--- config.mk ---
export PLATFORM = sky130hd
export DESIGN_NAME = sbcsm_top
export DESIGN_NICKNAME = d
export VERILOG_FILES = /design/src/design/sbcsm_pkg.sv /design/src/design/sbcsm_decode.sv /design/src/design/sbcsm_bank.sv /design/src/design/sbcsm_top.sv
export SDC_FILE = /design/constraint.sdc
export NUM_CORES = 1
export LEC_CHECK = 0
export BUFFER_PORTS_ARGS = -buffer_cell sky130_fd_sc_hd__buf_4
export CAP_MARGIN = 20
export CORE_UTILIZATION = 25
export DETAILED_ROUTE_END_ITERATION = 6
export GPL_TIMING_DRIVEN = 0
export PLACE_DENSITY = 0.5
export SETUP_SLACK_MARGIN = 0.05
export SLEW_MARGIN = 0
export SYNTH_ARGS = -nofsm -noshare
export SYNTH_HDL_FRONTEND = slang
export SYNTH_HIERARCHICAL = 1
export SYNTH_SLANG_ARGS = --single-unit
--- constraint.sdc ---
create_clock -name i_mclk -period 3.3 [get_ports i_mclk]
set_input_delay 0.495 -clock i_mclk [delete_from_list [all_inputs] [get_ports i_mclk]]
set_output_delay 0.495 -clock i_mclk [all_outputs]
set_load 0.01 [all_outputs]
--- src/design/sbcsm_pkg.sv ---
/*
 * Shared types and constants for the bank command state machine:
 * command codes, bank and device states, pin bundle, timing figures.
 * Assumes a single 10 MHz clock.
 */
package sbcsm_pkg;

    localparam int CLK_PERIOD_NS = 100;
    // timing figures in ns, converted to cycles rounding up
    localparam int PRECHARGE_TIME_NS           = 20;
    localparam int ACTIVATE_TO_COLUMN_DELAY_NS = 20;
    localparam int REFRESH_CYCLE_TIME_NS       = 70;
    localparam int MODE_SET_DELAY_NS           = 200;
    localparam int SELF_REFRESH_EXIT_TIME_NS   = 80;
    localparam int BURST_LENGTH                = 4;

    function automatic int ns_to_cyc(input int ns);
        int c;
        c = (ns + CLK_PERIOD_NS - 1) / CLK_PERIOD_NS;
        return (c < 1) ? 1 : c;
    endfunction

    localparam int PRECHARGE_CYC = ns_to_cyc(PRECHARGE_TIME_NS);
    localparam int ACT_COL_CYC   = ns_to_cyc(ACTIVATE_TO_COLUMN_DELAY_NS);
    localparam int REFRESH_CYC   = ns_to_cyc(REFRESH_CYCLE_TIME_NS);
    localparam int MODE_SET_CYC  = ns_to_cyc(MODE_SET_DELAY_NS);
    localparam int SR_EXIT_CYC   = ns_to_cyc(SELF_REFRESH_EXIT_TIME_NS);

    localparam int NUM_BANKS   = 4;
    localparam int CNT_W       = 8;
    localparam int AP_BIT_POS  = 10;
    localparam int ADDR_W      = 12;

    typedef enum logic [3:0] {
        SBCSM_CMD_INHIBIT,
        SBCSM_CMD_NOP,
        SBCSM_CMD_ACTIVATE,
        SBCSM_CMD_READ,
        SBCSM_CMD_WRITE,
        SBCSM_CMD_PRECHARGE,
        SBCSM_CMD_BURST_STOP,
        SBCSM_CMD_REFRESH,
        SBCSM_CMD_LOAD_MODE
    } sbcsm_cmd_t;

    typedef enum logic [2:0] {
        SBCSM_BANK_IDLE,
        SBCSM_BANK_ACTIVATING,
        SBCSM_BANK_ACTIVE,
        SBCSM_BANK_READ,
        SBCSM_BANK_WRITE,
        SBCSM_BANK_READ_AP,
        SBCSM_BANK_WRITE_AP,
        SBCSM_BANK_PRECHARGING
    } sbcsm_bank_st_t;

    typedef enum logic [2:0] {
        SBCSM_DEV_NORMAL,
        SBCSM_DEV_REFRESHING,
        SBCSM_DEV_MODE_ACCESS,
        SBCSM_DEV_PRECHARGE_ALL,
        SBCSM_DEV_SR_EXIT
    } sbcsm_dev_st_t;

    // command pins as sampled
    typedef struct packed {
        logic              cs_n;
        logic              ras_n;
        logic              cas_n;
        logic              we_n;
        logic [1:0]        bank_addr;
        logic [ADDR_W-1:0] addr;
    } sbcsm_pins_t;

    // one decoded, qualified command
    typedef struct packed {
        sbcsm_cmd_t cmd;
        logic [1:0] bank;
        logic       ap;
        logic       valid;
    } sbcsm_dec_t;

endpackage

--- src/design/sbcsm_decode.sv ---
/*
 * Command decoder: turns the chip select and strobe pins into a
 * command code, bank and auto-precharge flag.
 * Assumes pins are already synchronised to i_mclk.
 */
`timescale 1ns/1ns
module sbcsm_decode
    import sbcsm_pkg::*;
(
    input  wire sbcsm_pkg::sbcsm_pins_t i_pins,
    input  wire logic                   i_rules_on,
    output sbcsm_pkg::sbcsm_dec_t       o_dec
);

    always_comb begin
        o_dec.bank  = i_pins.bank_addr;
        o_dec.ap    = i_pins.addr[AP_BIT_POS];
        o_dec.valid = i_rules_on;
        if (i_pins.cs_n) begin
            o_dec.cmd = SBCSM_CMD_INHIBIT;
        end else begin
            unique case ({i_pins.ras_n, i_pins.cas_n, i_pins.we_n})
                3'b111: o_dec.cmd = SBCSM_CMD_NOP;
                3'b011: o_dec.cmd = SBCSM_CMD_ACTIVATE;
                3'b101: o_dec.cmd = SBCSM_CMD_READ;
                3'b100: o_dec.cmd = SBCSM_CMD_WRITE;
                3'b010: o_dec.cmd = SBCSM_CMD_PRECHARGE;
                3'b110: o_dec.cmd = SBCSM_CMD_BURST_STOP;
                3'b001: o_dec.cmd = SBCSM_CMD_REFRESH;
                3'b000: o_dec.cmd = SBCSM_CMD_LOAD_MODE;
            endcase
        end
    end

endmodule // sbcsm_decode

--- src/design/sbcsm_bank.sv ---
/*
 * One bank's state record with its own timer.
 * Assumes the caller has already judged legality and passes only
 * accepted commands for this bank.
 */
`timescale 1ns/1ns
module sbcsm_bank
    import sbcsm_pkg::*;
(
    input  wire logic                   i_mclk,
    input  wire logic                   i_rst,
    input  wire logic                   i_act,
    input  wire logic                   i_rd,
    input  wire logic                   i_wr,
    input  wire logic                   i_ap,
    input  wire logic                   i_pre,
    input  wire logic                   i_burst_end,
    input  wire logic                   i_force_idle,
    output sbcsm_pkg::sbcsm_bank_st_t   o_state
);

    typedef struct packed {
        sbcsm_bank_st_t   st;
        logic [CNT_W-1:0] cnt;
    } sbcsm_bank_reg_t;

    sbcsm_bank_reg_t r_q;
    sbcsm_bank_reg_t r_d;

    always_comb begin
        r_d = r_q;
        if (r_q.cnt != '0) begin
            r_d.cnt = r_q.cnt - 1'b1;
        end
        if (i_force_idle) begin
            r_d.st  = SBCSM_BANK_IDLE;
            r_d.cnt = '0;
        end else if (i_act) begin
            r_d.st  = SBCSM_BANK_ACTIVATING;
            r_d.cnt = CNT_W'(ACT_COL_CYC - 1);
        end else if (i_pre && r_q.st != SBCSM_BANK_IDLE) begin
            r_d.st  = SBCSM_BANK_PRECHARGING;
            r_d.cnt = CNT_W'(PRECHARGE_CYC - 1);
        end else if (i_rd || i_wr) begin
            if (i_ap) begin
                r_d.st  = i_rd ? SBCSM_BANK_READ_AP : SBCSM_BANK_WRITE_AP;
                r_d.cnt = CNT_W'(BURST_LENGTH + PRECHARGE_CYC - 1);
            end else begin
                r_d.st  = i_rd ? SBCSM_BANK_READ : SBCSM_BANK_WRITE;
                r_d.cnt = CNT_W'(BURST_LENGTH - 1);
            end
        end else if (i_burst_end &&
                     (r_q.st == SBCSM_BANK_READ ||
                      r_q.st == SBCSM_BANK_WRITE)) begin
            r_d.st  = SBCSM_BANK_ACTIVE;
            r_d.cnt = '0;
        end else if (r_q.cnt == '0) begin
            unique case (r_q.st)
                SBCSM_BANK_ACTIVATING:  r_d.st = SBCSM_BANK_ACTIVE;
                SBCSM_BANK_READ,
                SBCSM_BANK_WRITE:       r_d.st = SBCSM_BANK_ACTIVE;
                SBCSM_BANK_READ_AP,
                SBCSM_BANK_WRITE_AP:    r_d.st = SBCSM_BANK_IDLE;
                SBCSM_BANK_PRECHARGING: r_d.st = SBCSM_BANK_IDLE;
                SBCSM_BANK_IDLE,
                SBCSM_BANK_ACTIVE:      r_d.st = r_q.st;
            endcase
        end
    end

    always_ff @(posedge i_mclk) begin
        if (i_rst) begin
            r_q <= '{st: SBCSM_BANK_IDLE, cnt: '0};
        end else begin
            r_q <= r_d;
        end
    end

    assign o_state = r_q.st;

endmodule // sbcsm_bank

--- src/design/sbcsm_top.sv ---
/*
 * Bank command state machine of a quad-bank synchronous DRAM.
 * Samples the command pins, decodes them, judges each command
 * against the bank and device states, and tracks all four banks.
 * Assumes pins arrive from outside the clock domain; the controller
 * keeps the rules that bind it.
 */
`timescale 1ns/1ns
module sbcsm_top
    import sbcsm_pkg::*;
#(
    parameter int NUM_BANKS_P = sbcsm_pkg::NUM_BANKS
) (
    input  wire logic                      i_mclk,
    input  wire logic                      i_rst,
    input  wire logic                      i_cke,
    input  wire sbcsm_pkg::sbcsm_pins_t    i_pins,
    output sbcsm_pkg::sbcsm_bank_st_t      o_bank_state [NUM_BANKS_P],
    output sbcsm_pkg::sbcsm_dev_st_t       o_dev_state,
    output sbcsm_pkg::sbcsm_cmd_t          o_cmd,
    output logic                           o_cmd_accepted,
    output logic                           o_cmd_illegal,
    output logic                           o_all_idle
);

    ////////////////////////////////////////////////////////////////////
    // state record

    typedef struct packed {
        sbcsm_pins_t      pins_m;
        sbcsm_pins_t      pins_s;
        logic             cke_m;
        logic             cke_s;
        logic             cke_prev;
        sbcsm_dev_st_t    dev;
        logic [CNT_W-1:0] cnt;
        logic [1:0]       last_bank;
        logic             last_valid;
        sbcsm_cmd_t       cmd;
        logic             accepted;
        logic             illegal;
    } sbcsm_top_reg_t;

    sbcsm_top_reg_t r_q;
    sbcsm_top_reg_t r_d;

    sbcsm_dec_t     dec;
    sbcsm_bank_st_t bst [NUM_BANKS_P];

    logic [NUM_BANKS_P-1:0] b_act;
    logic [NUM_BANKS_P-1:0] b_rd;
    logic [NUM_BANKS_P-1:0] b_wr;
    logic [NUM_BANKS_P-1:0] b_pre;
    logic [NUM_BANKS_P-1:0] b_stop;
    logic                   force_idle;
    logic                   rules_on;
    logic                   all_idle;
    logic                   legal;
    logic                   pre_all_ok;
    sbcsm_bank_st_t         tgt;

    ////////////////////////////////////////////////////////////////////
    // decode

    // rules need clock enable high at this and the previous edge
    assign rules_on = r_q.cke_s && r_q.cke_prev &&
                      (r_q.dev != SBCSM_DEV_SR_EXIT);

    sbcsm_decode u_decode (
        .i_pins     (r_q.pins_s),
        .i_rules_on (rules_on),
        .o_dec      (dec)
    );

    always_comb begin
        all_idle   = 1'b1;
        pre_all_ok = 1'b1;
        for (int i = 0; i < NUM_BANKS_P; i++) begin
            if (bst[i] != SBCSM_BANK_IDLE) begin
                all_idle = 1'b0;
            end
            if (bst[i] == SBCSM_BANK_ACTIVATING ||
                bst[i] == SBCSM_BANK_READ_AP ||
                bst[i] == SBCSM_BANK_WRITE_AP) begin
                pre_all_ok = 1'b0;
            end
        end
    end

    assign tgt = bst[dec.bank];

    ////////////////////////////////////////////////////////////////////
    // legality of the command against bank and device state

    always_comb begin
        legal = 1'b1;
        if (!dec.valid || r_q.dev != SBCSM_DEV_NORMAL) begin
            // device-wide states admit only inhibit or no-op
            legal = (dec.cmd == SBCSM_CMD_INHIBIT ||
                     dec.cmd == SBCSM_CMD_NOP);
        end else begin
            unique case (dec.cmd)
                SBCSM_CMD_INHIBIT,
                SBCSM_CMD_NOP:        legal = 1'b1;
                SBCSM_CMD_ACTIVATE:   legal = (tgt == SBCSM_BANK_IDLE);
                SBCSM_CMD_READ,
                SBCSM_CMD_WRITE:      legal = (tgt == SBCSM_BANK_ACTIVE ||
                                               tgt == SBCSM_BANK_READ ||
                                               tgt == SBCSM_BANK_WRITE);
                SBCSM_CMD_PRECHARGE:  legal = dec.ap ? pre_all_ok :
                                        (tgt == SBCSM_BANK_IDLE ||
                                         tgt == SBCSM_BANK_ACTIVE ||
                                         tgt == SBCSM_BANK_READ ||
                                         tgt == SBCSM_BANK_WRITE);
                SBCSM_CMD_BURST_STOP: legal = r_q.last_valid;
                SBCSM_CMD_REFRESH,
                SBCSM_CMD_LOAD_MODE:  legal = all_idle;
            endcase
        end
    end

    ////////////////////////////////////////////////////////////////////
    // per-bank strobes

    always_comb begin
        b_act  = '0;
        b_rd   = '0;
        b_wr   = '0;
        b_pre  = '0;
        b_stop = '0;
        if (legal && dec.valid && r_q.dev == SBCSM_DEV_NORMAL) begin
            unique case (dec.cmd)
                SBCSM_CMD_ACTIVATE:   b_act[dec.bank] = 1'b1;
                SBCSM_CMD_READ:       b_rd[dec.bank]  = 1'b1;
                SBCSM_CMD_WRITE:      b_wr[dec.bank]  = 1'b1;
                SBCSM_CMD_PRECHARGE:  b_pre = dec.ap ? '1 :
                    (NUM_BANKS_P'(1) << dec.bank);
                SBCSM_CMD_BURST_STOP: b_stop[r_q.last_bank] = 1'b1;
                default: ;
            endcase
            // a new access elsewhere ends a running burst without auto-precharge
            if (dec.cmd == SBCSM_CMD_READ || dec.cmd == SBCSM_CMD_WRITE) begin
                for (int i = 0; i < NUM_BANKS_P; i++) begin
                    if (i != int'(dec.bank)) begin
                        b_stop[i] = 1'b1;
                    end
                end
            end
        end
    end

    assign force_idle = (r_q.dev != SBCSM_DEV_NORMAL &&
                         r_q.dev != SBCSM_DEV_SR_EXIT &&
                         r_q.cnt == '0);

    ////////////////////////////////////////////////////////////////////
    // bank records

    for (genvar g = 0; g < NUM_BANKS_P; g++) begin : g_bank
        sbcsm_bank u_bank (
            .i_mclk       (i_mclk),
            .i_rst        (i_rst),
            .i_act        (b_act[g]),
            .i_rd         (b_rd[g]),
            .i_wr         (b_wr[g]),
            .i_ap         (dec.ap),
            .i_pre        (b_pre[g] && !(dec.ap && dec.cmd ==
                                         SBCSM_CMD_PRECHARGE)),
            .i_burst_end  (b_stop[g]),
            .i_force_idle (force_idle),
            .o_state      (bst[g])
        );
    end

    ////////////////////////////////////////////////////////////////////
    // device-wide state and pin sampling

    always_comb begin
        r_d          = r_q;
        r_d.pins_m   = i_pins;
        r_d.pins_s   = r_q.pins_m;
        r_d.cke_m    = i_cke;
        r_d.cke_s    = r_q.cke_m;
        r_d.cke_prev = r_q.cke_s;
        r_d.cmd      = dec.cmd;
        r_d.accepted = legal && dec.cmd != SBCSM_CMD_INHIBIT &&
                       dec.cmd != SBCSM_CMD_NOP;
        r_d.illegal  = !legal;
        if (r_q.cnt != '0) begin
            r_d.cnt = r_q.cnt - 1'b1;
        end
        unique case (r_q.dev)
            SBCSM_DEV_NORMAL: begin
                if (!r_q.cke_prev && r_q.cke_s) begin
                    r_d.dev = SBCSM_DEV_SR_EXIT;
                    r_d.cnt = CNT_W'(SR_EXIT_CYC - 1);
                end else if (legal && dec.valid) begin
                    unique case (dec.cmd)
                        SBCSM_CMD_REFRESH: begin
                            r_d.dev = SBCSM_DEV_REFRESHING;
                            r_d.cnt = CNT_W'(REFRESH_CYC - 1);
                        end
                        SBCSM_CMD_LOAD_MODE: begin
                            r_d.dev = SBCSM_DEV_MODE_ACCESS;
                            r_d.cnt = CNT_W'(MODE_SET_CYC - 1);
                        end
                        SBCSM_CMD_PRECHARGE: begin
                            if (dec.ap) begin
                                r_d.dev = SBCSM_DEV_PRECHARGE_ALL;
                                r_d.cnt = CNT_W'(PRECHARGE_CYC - 1);
                            end
                        end
                        SBCSM_CMD_READ,
                        SBCSM_CMD_WRITE: begin
                            r_d.last_bank  = dec.bank;
                            r_d.last_valid = 1'b1;
                        end
                        SBCSM_CMD_BURST_STOP: r_d.last_valid = 1'b0;
                        default: ;
                    endcase
                end
            end
            SBCSM_DEV_REFRESHING,
            SBCSM_DEV_MODE_ACCESS,
            SBCSM_DEV_PRECHARGE_ALL: begin
                if (r_q.cnt == '0) begin
                    r_d.dev        = SBCSM_DEV_NORMAL;
                    r_d.last_valid = 1'b0;
                end
            end
            SBCSM_DEV_SR_EXIT: begin
                if (r_q.cnt == '0) begin
                    r_d.dev = SBCSM_DEV_NORMAL;
                end
            end
        endcase
    end

    always_ff @(posedge i_mclk) begin
        if (i_rst) begin
            r_q <= '{pins_m: '1, pins_s: '1, cke_m: 1'b0, cke_s: 1'b0,
                     cke_prev: 1'b0, dev: SBCSM_DEV_NORMAL, cnt: '0,
                     last_bank: 2'h0, last_valid: 1'b0,
                     cmd: SBCSM_CMD_INHIBIT, accepted: 1'b0,
                     illegal: 1'b0};
        end else begin
            r_q <= r_d;
        end
    end

    assign o_bank_state   = bst;
    assign o_dev_state    = r_q.dev;
    assign o_cmd          = r_q.cmd;
    assign o_cmd_accepted = r_q.accepted;
    assign o_cmd_illegal  = r_q.illegal;
    assign o_all_idle     = all_idle && r_q.dev == SBCSM_DEV_NORMAL;

endmodule // sbcsm_top

Word level (Yosys, flattened, before mapping)
Memories as Yosys holds them, arrays and structs flattened. A register that Yosys moved wholly into a read port is not among the register bits.
Cells that the tools add are included.
Widths: inputs -> output; s select.
{"block": "op_classes", "reduce_logical": 127, "div": 0, "n_lt_le_gt_ge": 5, "eq_ne": 64, "multipliers": 0, "n_addsub": 5, "bitwise_logic": 2, "n_shift": 1, "muxes": 93}
{"operator": "$mux 11", "count": 14}
{"operator": "$mux 8", "count": 9}
{"operator": "$eq 3x3->1 const B", "count": 18}
{"operator": "$mux 4", "count": 13}
{"operator": "$mux 3", "count": 17}
{"operator": "$logic_not 8->1", "count": 5}
{"operator": "$reduce_bool 8->1", "count": 5}
{"operator": "$sub 8x1->8 const B", "count": 5}
{"operator": "$reduce_or 3->1", "count": 13}
{"operator": "$eq 3x2->1 const B", "count": 12}
{"operator": "$mux 9", "count": 4}
{"operator": "$pmux 11 s3", "count": 1}
{"operator": "$pmux 3 s2", "count": 5}
{"operator": "$reduce_bool 3->1", "count": 9}
{"operator": "$logic_and 1x1->1", "count": 25}
{"operator": "$logic_or 1x1->1", "count": 24}
{"operator": "$ne 4x1->1 const B", "count": 5}
{"operator": "$ne 5x2->1 const B", "count": 4}
{"operator": "$reduce_bool 4->1", "count": 5}
{"operator": "$reduce_bool 5->1", "count": 4}
{"operator": "$reduce_or 4->1", "count": 5}
{"operator": "$logic_not 3->1", "count": 6}
{"operator": "$mux 1", "count": 17}
{"operator": "$eq 4x3->1 const B", "count": 4}
{"operator": "32 further kinds", "count": 68}
{"block": "word_totals", "romBits": 32, "in_bits": 21, "latch_bits": 0, "out_inout_bits": 22, "register_bits": 98, "elab_cells": 329, "ramBits": 0, "memories": 1}
{"memory": "(no name shown)", "words": 8, "width": 4, "rd": 1, "rd_clocked_by_memory_dff": 1, "wr": 0, "line_no": "sbcsm_decode.sv:22", "rtl": "unique case ({i_pins.ras_n, i_pins.cas_n, i_pins.we_n})"}

Longest topological paths before layout
{"block": "logic_depth", "depth_word": 19, "depth_mapped": 15, "mapped_depth_nobuf": 13}

By module
Netlist, hierarchy kept.
{"mod": "sbcsm_bank", "cells_each": 85, "area_each_um2": 719.4, "seq_area_each_um2": 220.2, "instances": 4}
{"mod": "sbcsm_top", "cells_each": 301, "area_each_um2": 2816.5, "seq_area_each_um2": 1181.1, "instances": 1}
{"mod": "sbcsm_decode", "cells_each": 15, "area_each_um2": 102.6, "seq_area_each_um2": 0.0, "instances": 1}

Least setup slack after synthesis
No wires, ideal clock.
{"block": "synth_path", "path_kind": "register to register", "from": "reg, netlist name r_q[37]", "to": "reg g_bank[3].u_bank/r_q[0] in the netlist's numbering", "slack_ns": -0.243, "stages_incl_launch_ff": 15, "setup_time_ns": 0.119, "arrival_time_ns": 3.425, "n_path_buf": 1, "synth_period_minus_slack_ns": 3.543, "t_required_ns": 3.181, "cell_sequence": "dfxtp_1 inv_1 ha_1 nand2b_1 a21oi_1 or4b_1 or4_4 o31ai_4 o311ai_4 buf_6 nor3_1 or2_1 a311oi_2 a21boi_1 o221a_1"}
{"element": "to (signal assigned)", "line_no": "sbcsm_bank.sv:73", "rtl": "r_q <= '{st: SBCSM_BANK_IDLE, cnt: '0};"}
{"element": "to (signal assigned)", "line_no": "sbcsm_bank.sv:75", "rtl": "r_q <= r_d;"}
{"element": "to (decl)", "line_no": "sbcsm_bank.sv:27", "rtl": "sbcsm_bank_reg_t r_q;"}

==> impl_metrics.ini <==
[sta]
clock-skew-final_ns = 0.00718
fin_ws_ns = -0.278
hold_viol_final = 0
finalWorstPathRequiredPeriod_ns = 3.58
final-max-slew-violation-count = 0
clock.fmax_mhz = 279
whs_ns = 0.328
layout_worst_path_cycle_share = 1.08
unrepaired_setup_endpoints_after_global_routing = yes
slew_headroom = 0.483
max_slew.worst_pin.slew_ns = 0.773
setup_viol = 43

[critical_path]
path_class = reg2reg
critical_path_required_ns = 3.52
cpPeakStageDelay_ns = 0.47
setup.worst_path.end_class = flip-flop
crit_path_max_fanout = 8
worstSetupStartpointType = flip-flop
path_cells = inv_2 -> ha_4 -> mux2i_1 -> nor2_1 -> buf_4 -> or4b_4 -> or4_4 -> o31ai_4 -> o311ai_4 -> buf_4 -> nor4_4 -> buf_4 -> mux2_4 -> o21ai_2 -> a31oi_1
cpMostUsedCell = sky130_fd_sc_hd__buf_4
arrival_ns = 3.80
reg2regPathDepth = 15
critical-path-slowest-cell = sky130_fd_sc_hd__or4b_4

[routing]
routed_wl_microns = 14000
route.vias.total = 4773
vias_per_cell = 4.89
routedWlPerCell_microns = 14.3
drtAntennaViolNets = 0
drt_first_pass_iters = 4
drc = 0
detailedRoute.firstIterationViolations = 247

[global_route]
grt_start_max_net_pins = 25
antenna_found_initial = 0
grt_overflow = 0
grt_first_pass_wirelength_microns = 22800
grt_pass1_vias = 4577
globalRouteTotalUtil = 0.130

[yosys]
cell_area_after_synthesis_sq_mm = 0.00522
synthesis.yosys.warnings = 6
postSynthAreaPerCell_sq_um = 8.53
post_synth_inst_count = 612
synth.net_count = 644

[placement]
detailedPlace.worstSlack_ns = -0.513
placer_s_final_routability_congestion_estimate = 0.750
hpwl_microns = 9290
placement.io_buffers = 31
placed_cell_area_sq_mm = 0.00591

[die]
floorplan.core_area_sq_mm = 0.0204
floorplan.die.width_microns = 146
dieHeight_microns = 146
top_level_ports = 43
fp.dieArea_sq_mm = 0.0215
rows = 52
start_util = 0.256

[final_layout]
antenna_cells = 0
layout-drive-gt1-share = 0.380
area_growth_syn_to_layout_pct = 37.7
multiInputGateArea_sq_mm = 0.00387
fin_nets = 733
finalInstanceArea_sq_mm = 0.00719
area.sequential_sq_mm = 0.00163
fillCellCount = 2076

[cts]
cts-root-to-sink-buffers = 2
cts.reportedPaths.clkPinSlew_ns = 0.06
htreeDepth = 3
postCtsHoldBufs = 0
root_buffer = sky130_fd_sc_hd__clkbuf_16
tritoncts_num_sinks = 81
cts_tree = done
cts_made_buffers = 9
worst_skew_pair.late_latency_ns = 0.35

[pwr]
power_density_mw_per_mm2 = 601
cellLeakagePower_uw = 0.00283
p_total_uw = 4320
vdd_drop_max_mv = 0.347

[hold_path]
timing.hold.worst_path_depth = 2
hp-class = in2reg

[outcome]
run_status = complete, but fails checks
failed_checks = negative setup slack

[flow_run]
drv.max_cap_violation_count = 0
## report_power, final
part / internal (uW) / switching, uW / leakage, uW
clock network: 744 / 432 / 0.000163
registers: 1200 / 237 / 0.000666
logic: 809 / 901 / 0.00200
total: 2750 / 1570 / 0.00283
## cells in the final DEF (no fill, tap or decap), types with 9 or more instances in the layout
master / n
sky130_fd_sc_hd__clkbuf_1: 10
sky130_fd_sc_hd__nor3_4: 12
sky130_fd_sc_hd__nor2_1: 56
sky130_fd_sc_hd__dfxtp_1: 75
sky130_fd_sc_hd__nand2_1: 36
sky130_fd_sc_hd__mux2i_1: 12
sky130_fd_sc_hd__or2_2: 15
sky130_fd_sc_hd__ha_1: 10
sky130_fd_sc_hd__a21oi_1: 25
sky130_fd_sc_hd__nor2b_1: 21
sky130_fd_sc_hd__buf_6: 10
sky130_fd_sc_hd__inv_1: 20
sky130_fd_sc_hd__xor2_1: 21
sky130_fd_sc_hd__buf_4: 94
sky130_fd_sc_hd__clkbuf_16: 9
sky130_fd_sc_hd__o21ai_0: 9
sky130_fd_sc_hd__nor3_1: 13
## path summary, 6_finish.rpt
check	startpoint	endpoint	slack [ns]
setup / recovery	r_q[37]$_SDFF_PP1_	g_bank[0].u_bank/o_state[1]$_SDFFE_PP0P_	-0.28
hold / removal	i_pins[16]	r_d[39]$_SDFF_PP1_	0.33
setup reg to reg	r_q[37]$_SDFF_PP1_	g_bank[0].u_bank/o_state[1]$_SDFFE_PP0P_	-0.28
hold reg to reg	r_d[39]$_SDFF_PP1_	r_q[39]$_SDFF_PP1_	0.41
## flip-flops by register name, summed over array words and instances (netlist names)
name                   cells
g_bank.u_bank/r_q         32
r_q                       19
g_bank.u_bank/o_state     12
r_d                        9
o_cmd                      4
o_dev_state                3
o_cmd_accepted             1
o_cmd_illegal              1
## per-layer routing
layer	share of wire	vias to the layer above	global-route usage
met5	0	-	0
met4	0.011	0	0.0438
met3	0.034	10	0.0253
met2	0.47	76	0.210
met1	0.48	2283	0.173
li1	-	2404	-
## stage by stage
stage | utilization | setup TNS [ns] | instances
after detailed placement | 0.290 | -17.95 | 913
after global routing | 0.353 | -13.74 | 976
after CTS | 0.337 | -4.23 | 962
final | 0.353 | -7.10 | 976
after global placement | 0.290 | -19.57 | 913
after floorplan | - | -0.256 | 612
## cell type report
class                      count  area share
buffer                        44      0.0407
clock buffer                  10      0.0319
clock inverter                 6      0.0160
sequential                    81       0.227
tap                          270      0.0470
timing repair buffer          79      0.0877
multi-input combinational    464       0.539
inverter                      22      0.0115
## critical path: cells and delay by family, from the launching register on
family / cells / cell delay (ns)
adder cells (fa/ha/maj): 1 / 0.27
AO/OA/AOI/OAI: 4 / 0.47
flip-flops: 1 / 0.34
multiplexers: 2 / 0.36
AND/OR/NAND/NOR: 4 / 1.42
buffers and inverters: 4 / 0.58
## timing repair
| item | CTS | global route |
|---|---|---|
| cloned | 2 | 0 |
| endpoints found under the setup margin | 44 | 44 |
| pin swaps | 41 | 30 |
| setup buffers | 31 | 16 |
| resized for setup | 80 | 50 |
(Power assumes the default switching activity.)
